==> src/shared/slcm_map.svh <==
`ifndef SLCM_MAP_SVH
`define SLCM_MAP_SVH

// Register byte offsets
`define SLCM_OFS_CTL_SEL      8'h00
`define SLCM_OFS_CYC_SEL      8'h04
`define SLCM_OFS_UPD_RATIO    8'h08
`define SLCM_OFS_FUNC_EXP     8'h0C
`define SLCM_OFS_STATUS       8'h10

// Reset values
`define SLCM_RST_CTL_SEL      16'h0000
`define SLCM_RST_CYC_SEL      16'h0003
`define SLCM_RST_UPD_RATIO    16'h0001
`define SLCM_RST_FUNC_EXP     16'h0000

// Control system codes
`define SLCM_CTL_SEMI         16'h0000
`define SLCM_CTL_FULL         16'h0006

// Communication cycle codes
`define SLCM_CYC_0833         16'h0000
`define SLCM_CYC_1666         16'h0001
`define SLCM_CYC_5000         16'h0003
`define SLCM_CYC_10000        16'h0006

// Function expansion field positions
`define SLCM_FX_FRAME32       0
`define SLCM_FX_FULL_SYNC     1
`define SLCM_FX_SCALE_MON     4

// Status field positions
`define SLCM_ST_RUN           0
`define SLCM_ST_ERR           1
`define SLCM_ST_FRAME32       2
`define SLCM_ST_FULL_SYNC     3
`define SLCM_ST_SCALE_MON     4
`define SLCM_ST_MODE_LSB      5
`define SLCM_ST_CODE_LSB      8

// Parameter setup error code 93.5
`define SLCM_ERR_MAIN         8'h5D
`define SLCM_ERR_SUB          4'h5

// Timing in ns
`define SLCM_CLK_NS           4
`define SLCM_T0833_NS         83300
`define SLCM_T1666_NS         166600
`define SLCM_T5000_NS         500000
`define SLCM_T10000_NS        1000000

`endif

==> src/shared/slcm_pkg.sv <==
package slcm_pkg;

  typedef enum logic [2:0]
  {
    SLCM_INIT  = 3'b001,
    SLCM_RUN   = 3'b010,
    SLCM_FAULT = 3'b100
  } slcm_state_type;

  typedef enum logic [2:0]
  {
    no_operation_mode     = 3'h0,
    profile_position_mode = 3'h1,
    cyclic_position_mode  = 3'h2,
    cyclic_velocity_mode  = 3'h3,
    cyclic_torque_mode    = 3'h4
  } slcm_mode_type;

  typedef struct packed
  {
    slcm_state_type st;
    logic [15:0]    ctl;
    logic [15:0]    cyc;
    logic [15:0]    ratio;
    logic [15:0]    fexp;
    logic [31:0]    rdata;
    logic           cfg_err;
    slcm_mode_type  mode;
    logic           reject;
    logic [19:0]    cnt;
    logic [1:0]     upd;
    logic           comm_tick;
    logic           upd_tick;
    logic           frame32;
    logic           full_sync;
    logic           scale_mon;
  } slcm_top_state_type;

  typedef struct packed
  {
    logic s1;
    logic s2;
    logic s3;
    logic val;
  } slcm_sync_state_type;

endpackage

==> src/hdl/slcm_mode_check.sv <==
`timescale 1ns/1ps
`include "slcm_map.svh"
`default_nettype none

module slcm_mode_check
(
  input  wire logic                   [15:0] ctl_sel,
  input  wire logic                   [15:0] cyc_sel,
  input  wire logic                   [15:0] upd_ratio,
  input  wire logic                   [15:0] func_exp,
  input  wire slcm_pkg::slcm_mode_type       mode,
  output logic                               cfg_ok,
  output logic                               mode_ok
);

  logic semi;
  logic full;
  logic cyc_known;
  logic ratio_ok;
  logic fast_cyc;
  logic scale_block;

  always_comb
  begin
    semi        = (ctl_sel == `SLCM_CTL_SEMI);
    full        = (ctl_sel == `SLCM_CTL_FULL);
    cyc_known   = (cyc_sel == `SLCM_CYC_0833) || (cyc_sel == `SLCM_CYC_1666)
               || (cyc_sel == `SLCM_CYC_5000) || (cyc_sel == `SLCM_CYC_10000); // RULE3
    ratio_ok    = (upd_ratio == 16'h0001)
               || ((upd_ratio == 16'h0002)
               && ((cyc_sel == `SLCM_CYC_0833) || (cyc_sel == `SLCM_CYC_5000))); // RULE4 RULE5
    cfg_ok      = (semi || full) && cyc_known && ratio_ok; // RULE6
    fast_cyc    = (cyc_sel == `SLCM_CYC_0833) || (cyc_sel == `SLCM_CYC_1666);
    scale_block = semi && func_exp[`SLCM_FX_SCALE_MON] && fast_cyc; // RULE11
    case (mode)
      slcm_pkg::no_operation_mode:
      begin
        mode_ok = 1'b1;
      end
      slcm_pkg::profile_position_mode,
      slcm_pkg::cyclic_position_mode:
      begin
        mode_ok = (semi || full) && !scale_block; // RULE1 RULE2
      end
      slcm_pkg::cyclic_velocity_mode,
      slcm_pkg::cyclic_torque_mode:
      begin
        mode_ok = semi && !scale_block; // RULE1 RULE2
      end
      default:
      begin
        mode_ok = 1'b0;
      end
    endcase
  end

endmodule

`default_nettype wire

==> src/hdl/slcm_sync3.sv <==
`timescale 1ns/1ps
`default_nettype none

module slcm_sync3
(
  input  wire logic clk,
  input  wire logic rst_b,
  input  wire logic pin_in,
  output logic      level_out
);

  slcm_pkg::slcm_sync_state_type q;
  slcm_pkg::slcm_sync_state_type d;

  always_comb
  begin
    d = q;
    d.s1 = pin_in;
    d.s2 = q.s1;
    d.s3 = q.s2;
    if (q.s2 == q.s3)
    begin
      d.val = q.s3;
    end
  end

  always_ff @(posedge clk or negedge rst_b)
  begin
    if (!rst_b)
    begin
      q <= '0;
    end
    else
    begin
      q <= d;
    end
  end

  assign level_out = q.val;

endmodule

`default_nettype wire

==> src/hdl/slcm_top.sv <==
// Contract
// RULE1: Semi-closed control (code 0) allows profile, cyclic position, velocity and torque.
// RULE2: Full-closed control (selector 6) accepts only profile and cyclic position modes.
// RULE3: Cycle code 0 is 0.0833 ms, 1 is 0.1666 ms, 3 is 0.5 ms, 6 is 1.0 ms; others reserved.
// RULE4: The update ratio 1 or 2 makes the command update cycle that many communication cycles.
// RULE5: A ratio of 2 is valid only with a 0.0833 ms or 0.5 ms communication cycle.
// RULE6: An unsupported cycle and ratio pair raises parameter setup error code 93.5.
// RULE7: Function expansion bit 0 selects 16-byte frames when 0 and 32-byte frames when 1.
// RULE8: Bit 1 picks semi or full inter-axis sync with the timing counter flag, else is 0.
// RULE9: Software writes zero to function expansion bits 2 and 3.
// RULE10: Bit 4 enables scale monitoring in semi-closed control; full-closed always monitors.
// RULE11: Semi-closed scale monitoring forbids cycles of 0.1666 ms or less except no-operation.
// RULE12: The host uses the same cycle, ratio and expansion settings as the device.
// RULE13: Under semi-closed control the host picks the mode by the command code of each frame.
// RULE14: Code nibble 0 no-op, 1 profile, 2 cyclic position, 3 velocity, 4 torque; no-op holds.
// RULE15: Checks run before the link leaves its initial state; an error holds until reset.
`timescale 1ns/1ps
`include "slcm_map.svh"
`default_nettype none

module slcm_top
#(
  parameter int CYC0_CLKS = `SLCM_T0833_NS / `SLCM_CLK_NS,
  parameter int CYC1_CLKS = `SLCM_T1666_NS / `SLCM_CLK_NS,
  parameter int CYC3_CLKS = `SLCM_T5000_NS / `SLCM_CLK_NS,
  parameter int CYC6_CLKS = `SLCM_T10000_NS / `SLCM_CLK_NS
)
(
  input  wire logic        clk,
  input  wire logic        rst_b,
  input  wire logic [7:0]  reg_addr,
  input  wire logic [31:0] reg_wdata,
  input  wire logic        reg_wr,
  input  wire logic        reg_rd,
  output logic      [31:0] reg_rdata,
  input  wire logic        link_start_pin,
  input  wire logic        cmd_valid,
  input  wire logic [7:0]  cmd_code,
  input  wire logic        timing_counter_flag,
  output logic             link_run,
  output logic             param_error,
  output logic      [2:0]  active_mode,
  output logic             cmd_reject,
  output logic             frame_32byte,
  output logic             full_sync_mode,
  output logic             scale_monitor,
  output logic             comm_tick,
  output logic             cmd_update_tick
);

  localparam int CNT_MAX = 1 << 20;

  if (CYC0_CLKS < 1 || CYC1_CLKS < 1 || CYC3_CLKS < 1 || CYC6_CLKS < 1)
  begin : g_chk_lo
    $error("Cycle counts must be at least one clock");
  end
  if (CYC0_CLKS > CNT_MAX || CYC1_CLKS > CNT_MAX
      || CYC3_CLKS > CNT_MAX || CYC6_CLKS > CNT_MAX)
  begin : g_chk_hi
    $error("Cycle counts exceed the counter width");
  end

  slcm_pkg::slcm_top_state_type q;
  slcm_pkg::slcm_top_state_type d;

  logic                    link_start;
  logic                    cfg_ok;
  logic                    mode_ok;
  slcm_pkg::slcm_mode_type cmd_mode;
  logic                    nibble_ok;
  logic [19:0]             period_m1;
  logic [31:0]             status_word;

  slcm_sync3 u_sync
  (
    .clk       (clk),
    .rst_b     (rst_b),
    .pin_in    (link_start_pin),
    .level_out (link_start)
  );

  // Checks against the stored settings
  slcm_mode_check u_cfg
  (
    .ctl_sel   (q.ctl),
    .cyc_sel   (q.cyc),
    .upd_ratio (q.ratio),
    .func_exp  (q.fexp),
    .mode      (slcm_pkg::no_operation_mode),
    .cfg_ok    (cfg_ok),
    .mode_ok   ()
  );

  // Checks of the incoming command mode
  slcm_mode_check u_mode
  (
    .ctl_sel   (q.ctl),
    .cyc_sel   (q.cyc),
    .upd_ratio (q.ratio),
    .func_exp  (q.fexp),
    .mode      (cmd_mode),
    .cfg_ok    (),
    .mode_ok   (mode_ok)
  );

  always_comb
  begin
    nibble_ok = (cmd_code[7:4] <= 4'h4); // RULE14
    if (nibble_ok)
    begin
      cmd_mode = slcm_pkg::slcm_mode_type'(cmd_code[6:4]);
    end
    else
    begin
      cmd_mode = slcm_pkg::no_operation_mode;
    end
  end

  // Communication cycle length in clocks, minus one
  always_comb
  begin
    case (q.cyc)
      `SLCM_CYC_0833:
      begin
        period_m1 = 20'(CYC0_CLKS - 1); // RULE3
      end
      `SLCM_CYC_1666:
      begin
        period_m1 = 20'(CYC1_CLKS - 1); // RULE3
      end
      `SLCM_CYC_5000:
      begin
        period_m1 = 20'(CYC3_CLKS - 1); // RULE3
      end
      default:
      begin
        period_m1 = 20'(CYC6_CLKS - 1); // RULE3
      end
    endcase
  end

  always_comb
  begin
    status_word = 32'h0000_0000;
    status_word[`SLCM_ST_RUN] = q.st == slcm_pkg::SLCM_RUN;
    status_word[`SLCM_ST_ERR] = q.cfg_err;
    status_word[`SLCM_ST_FRAME32] = q.frame32;
    status_word[`SLCM_ST_FULL_SYNC] = q.full_sync;
    status_word[`SLCM_ST_SCALE_MON] = q.scale_mon;
    status_word[`SLCM_ST_MODE_LSB +: 3] = q.mode;
    if (q.cfg_err)
    begin
      status_word[`SLCM_ST_CODE_LSB +: 12] = {`SLCM_ERR_MAIN, `SLCM_ERR_SUB}; // RULE6
    end
  end

  always_comb
  begin
    d = q;
    d.reject = 1'b0;
    d.comm_tick = 1'b0;
    d.upd_tick = 1'b0;
    d.rdata = 32'h0000_0000;

    // Settings change only while the link is idle
    if (reg_wr && q.st == slcm_pkg::SLCM_INIT)
    begin
      case (reg_addr)
        `SLCM_OFS_CTL_SEL:
        begin
          d.ctl = reg_wdata[15:0];
        end
        `SLCM_OFS_CYC_SEL:
        begin
          d.cyc = reg_wdata[15:0];
        end
        `SLCM_OFS_UPD_RATIO:
        begin
          d.ratio = reg_wdata[15:0];
        end
        `SLCM_OFS_FUNC_EXP:
        begin
          d.fexp = reg_wdata[15:0];
        end
        default:
        begin
          d.fexp = q.fexp;
        end
      endcase
    end

    if (reg_rd)
    begin
      case (reg_addr)
        `SLCM_OFS_CTL_SEL:
        begin
          d.rdata = {16'h0000, q.ctl};
        end
        `SLCM_OFS_CYC_SEL:
        begin
          d.rdata = {16'h0000, q.cyc};
        end
        `SLCM_OFS_UPD_RATIO:
        begin
          d.rdata = {16'h0000, q.ratio};
        end
        `SLCM_OFS_FUNC_EXP:
        begin
          d.rdata = {16'h0000, q.fexp};
        end
        `SLCM_OFS_STATUS:
        begin
          d.rdata = status_word;
        end
        default:
        begin
          d.rdata = 32'h0000_0000;
        end
      endcase
    end

    d.frame32 = q.fexp[`SLCM_FX_FRAME32]; // RULE7
    d.full_sync = q.fexp[`SLCM_FX_FULL_SYNC] && timing_counter_flag; // RULE8
    d.scale_mon = (q.ctl == `SLCM_CTL_FULL)
               || ((q.ctl == `SLCM_CTL_SEMI) && q.fexp[`SLCM_FX_SCALE_MON]); // RULE10

    case (q.st)
      slcm_pkg::SLCM_INIT:
      begin
        d.cnt = 20'h0_0000;
        d.upd = 2'h0;
        if (link_start)
        begin
          if (cfg_ok)
          begin
            d.st = slcm_pkg::SLCM_RUN; // RULE15
          end
          else
          begin
            d.st = slcm_pkg::SLCM_FAULT; // RULE15
            d.cfg_err = 1'b1; // RULE6
          end
        end
      end
      slcm_pkg::SLCM_RUN:
      begin
        if (!link_start)
        begin
          d.st = slcm_pkg::SLCM_INIT;
        end
        if (q.cnt == period_m1)
        begin
          d.cnt = 20'h0_0000;
          d.comm_tick = 1'b1;
          if (q.upd + 2'h1 >= q.ratio[1:0])
          begin
            d.upd = 2'h0;
            d.upd_tick = 1'b1; // RULE4
          end
          else
          begin
            d.upd = q.upd + 2'h1;
          end
        end
        else
        begin
          d.cnt = q.cnt + 20'h0_0001;
        end
        if (cmd_valid)
        begin
          if (!nibble_ok || !mode_ok)
          begin
            d.reject = 1'b1; // RULE1 RULE2 RULE11
          end
          else if (cmd_mode != slcm_pkg::no_operation_mode)
          begin
            d.mode = cmd_mode; // RULE14
          end
        end
      end
      slcm_pkg::SLCM_FAULT:
      begin
        d.cfg_err = 1'b1; // RULE15
      end
      default:
      begin
        d.st = slcm_pkg::SLCM_INIT;
      end
    endcase
  end

  always_ff @(posedge clk or negedge rst_b)
  begin
    if (!rst_b)
    begin
      q <= '{st: slcm_pkg::SLCM_INIT,
             ctl: `SLCM_RST_CTL_SEL,
             cyc: `SLCM_RST_CYC_SEL,
             ratio: `SLCM_RST_UPD_RATIO,
             fexp: `SLCM_RST_FUNC_EXP,
             mode: slcm_pkg::no_operation_mode,
             default: '0};
    end
    else
    begin
      q <= d;
    end
  end

  assign reg_rdata       = q.rdata;
  assign link_run        = q.st[1];
  assign param_error     = q.cfg_err;
  assign active_mode     = q.mode;
  assign cmd_reject      = q.reject;
  assign frame_32byte    = q.frame32;
  assign full_sync_mode  = q.full_sync;
  assign scale_monitor   = q.scale_mon;
  assign comm_tick       = q.comm_tick;
  assign cmd_update_tick = q.upd_tick;

endmodule

`default_nettype wire

==> config.mk <==
export PLATFORM = sky130hd
export DESIGN_NAME = slcm_top
export DESIGN_NICKNAME = d
export VERILOG_FILES = /design/src/shared/slcm_pkg.sv /design/src/hdl/slcm_mode_check.sv /design/src/hdl/slcm_sync3.sv /design/src/hdl/slcm_top.sv
export VERILOG_INCLUDE_DIRS = /design/src /design/src/shared
export SDC_FILE = /design/constraint.sdc
export NUM_CORES = 1
export LEC_CHECK = 0
export BUFFER_PORTS_ARGS = -buffer_cell sky130_fd_sc_hd__buf_2
export CORE_ASPECT_RATIO = 2
export CORE_MARGIN = 3
export CORE_UTILIZATION = 43
export DETAILED_ROUTE_END_ITERATION = 7
export SYNTH_ARGS = -nofsm -noshare
export SYNTH_HDL_FRONTEND = slang
export SYNTH_SLANG_ARGS = --single-unit
export TNS_END_PERCENT = 20
==> constraint.sdc <==
create_clock -name clk -period 3.6 [get_ports clk]
set_input_delay 0 -clock clk [delete_from_list [all_inputs] [get_ports clk]]
set_output_delay 0 -clock clk [all_outputs]
set_load 0.1 [all_outputs]
==> results.yml <==
run_status:
  status: "complete, no violations"
worst_setup_path:
  crit_arrival_ps: 3260
  rrSetupSlack_ps: 610
  crit_cells: 7
  critical_path.cell_chain: "nor2b_1 -> nor3_1 -> a311oi_1 -> o311ai_1 -> or4_4 -> o21ai_4 -> mux2i_1"
  cp_top_family: "compound AO/OA/AOI/OAI gates"
  crit_fanout: 17
  crit_buf_inv: 0
  crit_required_ps: 3870
  cpPeakStageDelay_ps: 680
  critPathLaunchType: "flop"
  slowest_stage: "dfstp_2"
  end_kind: "flop"
  worstSetupPathType: "reg -> reg"
  reg2reg_depth: 7
logic_synthesis:
  synth_top_area_cell: "dfrtp_1"
  syn_area_um2: 6140
  synthCells: 548
  synthArstFlopShare_pct: 100
  yosysTopAreaCellShare_pct: 47.3
  synth.avg_cell_area_um2: 11.2
  yosys.cell_types.count: 72
  synthFlopType: "dfrtp_1"
  synth.area.top_cells: "dfrtp_1, mux2_2, buf_4"
  seq_area_frac_synth_pct: 49.0
  yosysWarningCount: 0
  synth_edf_count: 0
  ys_ff_latch: 120
grt:
  grt_pass1_vias: 4853
  antenna_found_initial: 0
  grt_max_degree: 101
  busiest_layer: "met2"
  overflow: 0
  gr-usage-met1_pct: 22.7
  grt_use_met3_pct: 3.10
  grt.met2_usage_pct: 39.4
  grt_first_pass_wirelength_um: 26100
  track_usage_pct: 21.3
power:
  power_density_nw_per_um2: 540
  leakagePower_nw: 3.45
  power.total_mw: 3.95
  peakVddDrop_mv: 0.351
sta:
  finalCritPeriodShare_pct: 83.2
  setup_total_negative_slack_ps: 0
  setup_viol: 0
  tightestPinTransition_ps: 782
  fin_skew_ps: 17.0
  maxSlewHeadroom_pct: 47.6
  max_freq_mhz: 334
  hold_viol: 0
  rsz0062_at_grt: "false"
  finalWorstSetupSlack_ps: 605
  period_needed_ps: 2990
  drv_slew: 0
floorplan:
  die-area_um2: 15800
  initial_utilization_pct: 43.9
  rows: 61
  die_y_um: 175
  ios: 98
  fp.dieW_um: 90.5
  core_um2: 14000
detailed_routing:
  ant_nets: 0
  dr.pass1.iters: 5
  drt_iter0_markers: 310
  drc: 0
  routed_via_density: 5.60
  drt-wirelength-per-cell_um: 19.7
  routed_wl_um: 16100
  vias: 4570
final_layout:
  antenna_cells: 0
  layout-drive-gt1-share_pct: 31.1
  design_area_um2: 7320
  fin_nets: 672
  mostFrequentLayoutCells: "dfrtp_1, mux2_2, buf_2"
  layout_commonest_cell: "dfrtp_1"
  area_delta_synth_final_pct: 19.2
  final_util_pct: 52.4
clock_network:
  cts-htree-levels: 4
  clk_latency_ps: 410
  clock_path_buffers: 2
  cts_made_buffers: 17
  cts_root_buf: "clkbuf_16"
  clk_pin_slew_worst_paths_ps: 60
  tritoncts: "built"
  cts_sinks: 120
  postCtsSetupRepairBufs: 0
place:
  port_buffers: 63
  place.detailed.hpwl_um: 11800
  gp_congestion: 0.876
  place_area_um2: 6440
  post-place-ws_ps: 643
min_path:
  hold_path.class: "in -> async"
run:
  drv_cap: 0
==> state kept, by name, indices dropped and copies added (netlist names) <==
| signal | cells |
|---|---|
| q | 87 |
| u_sync.d | 2 |
| active_mode | 3 |
| reg_rdata | 17 |
| frame_32byte | 1 |
| cmd_reject | 1 |
| u_sync.q | 1 |
| d | 1 |
| comm_tick | 1 |
| link_run | 1 |
| scale_monitor | 1 |
| param_error | 1 |
| full_sync_mode | 1 |
| cmd_update_tick | 1 |
| u_sync.level_out | 1 |
==> metal layers <==
| metal | part of all wire, % | up-vias | routed length, um |
|---|---|---|---|
| met3 | 3.1 | 46 | 492 |
| met1 | 36 | 2297 | 5800 |
| met2 | 57 | 140 | 9160 |
| met4 | 4.0 | 0 | 641 |
| li1 | - | 2087 | - |
| met5 | 0 | - | 0 |
==> metrics by stage <==
step	hold slack (ps)	std cells
floorplan	-296	561
global placement	-92.1	762
detailed placement	-87.8	762
CTS	23.4	816
global route	40.4	816
finish	27.2	816
==> Yosys cell counts, drive strengths merged (2+ instances only) <==
library cell    n
a211o           2
a211oi          2
a21oi          12
a222oi          7
a22oi           6
and2            4
and3           10
and4            3
buf            45
clkbuf         14
dfrtp         116
dfstp           4
ha              3
inv             7
maj3            2
mux2           70
mux2i          10
mux4            3
nand2          30
nand2b          3
nand3          17
nand4          15
nor2           47
nor2b           6
nor3            9
nor3b           6
nor4           12
nor4b           2
o21ai          27
o311ai          3
or3b            2
or4             3
xnor2           7
xor2           15
==> cells by family after synthesis <==
family / share of synthesized area, %
flip-flops: 49.0
adder cells (fa/ha/maj): 0.938
other: 0.0611
XOR/XNOR: 3.14
AND/OR/NAND/NOR: 15.9
multiplexers: 15.6
AO/OA/AOI/OAI: 8.85
buffers and inverters: 6.52
==> area by class of cell <==
cell class              instances  area [um^2]
fillers                      1234         6650
flip-flops and latches        120         3010
multi-input cells             375         2780
repair buffers                 93          611
clock buffers                  18          439
well taps                     189          236
clock inverters                14          220
inverters                       7         26.3
==> final timing paths <==
path / startpoint / to
setup / recovery: q[97] / q[5]
hold / removal: rst_b / full_sync_mode
setup reg to reg: q[97] / q[5]
hold reg to reg: u_sync.d[2] / u_sync.d[1]
max in group asynchronous: rst_b / q[96]
min in group clk: cmd_code[4] / active_mode[0]
==> power by group <==
part           internal [mW]  total, mW  switching, mW  leakage [nW]
sequential              1.41       1.48         0.0665          1.63
clock                   1.25       1.88          0.630         0.309
combinational          0.202      0.596          0.394          1.51
total                   2.86       3.95           1.09          3.45
==> timing repair <==
item	in CTS	in global routing
hold buffers	22	0
resized for setup	0	0
hold endpoints to repair	187	0
(Power assumes the default switching activity.)
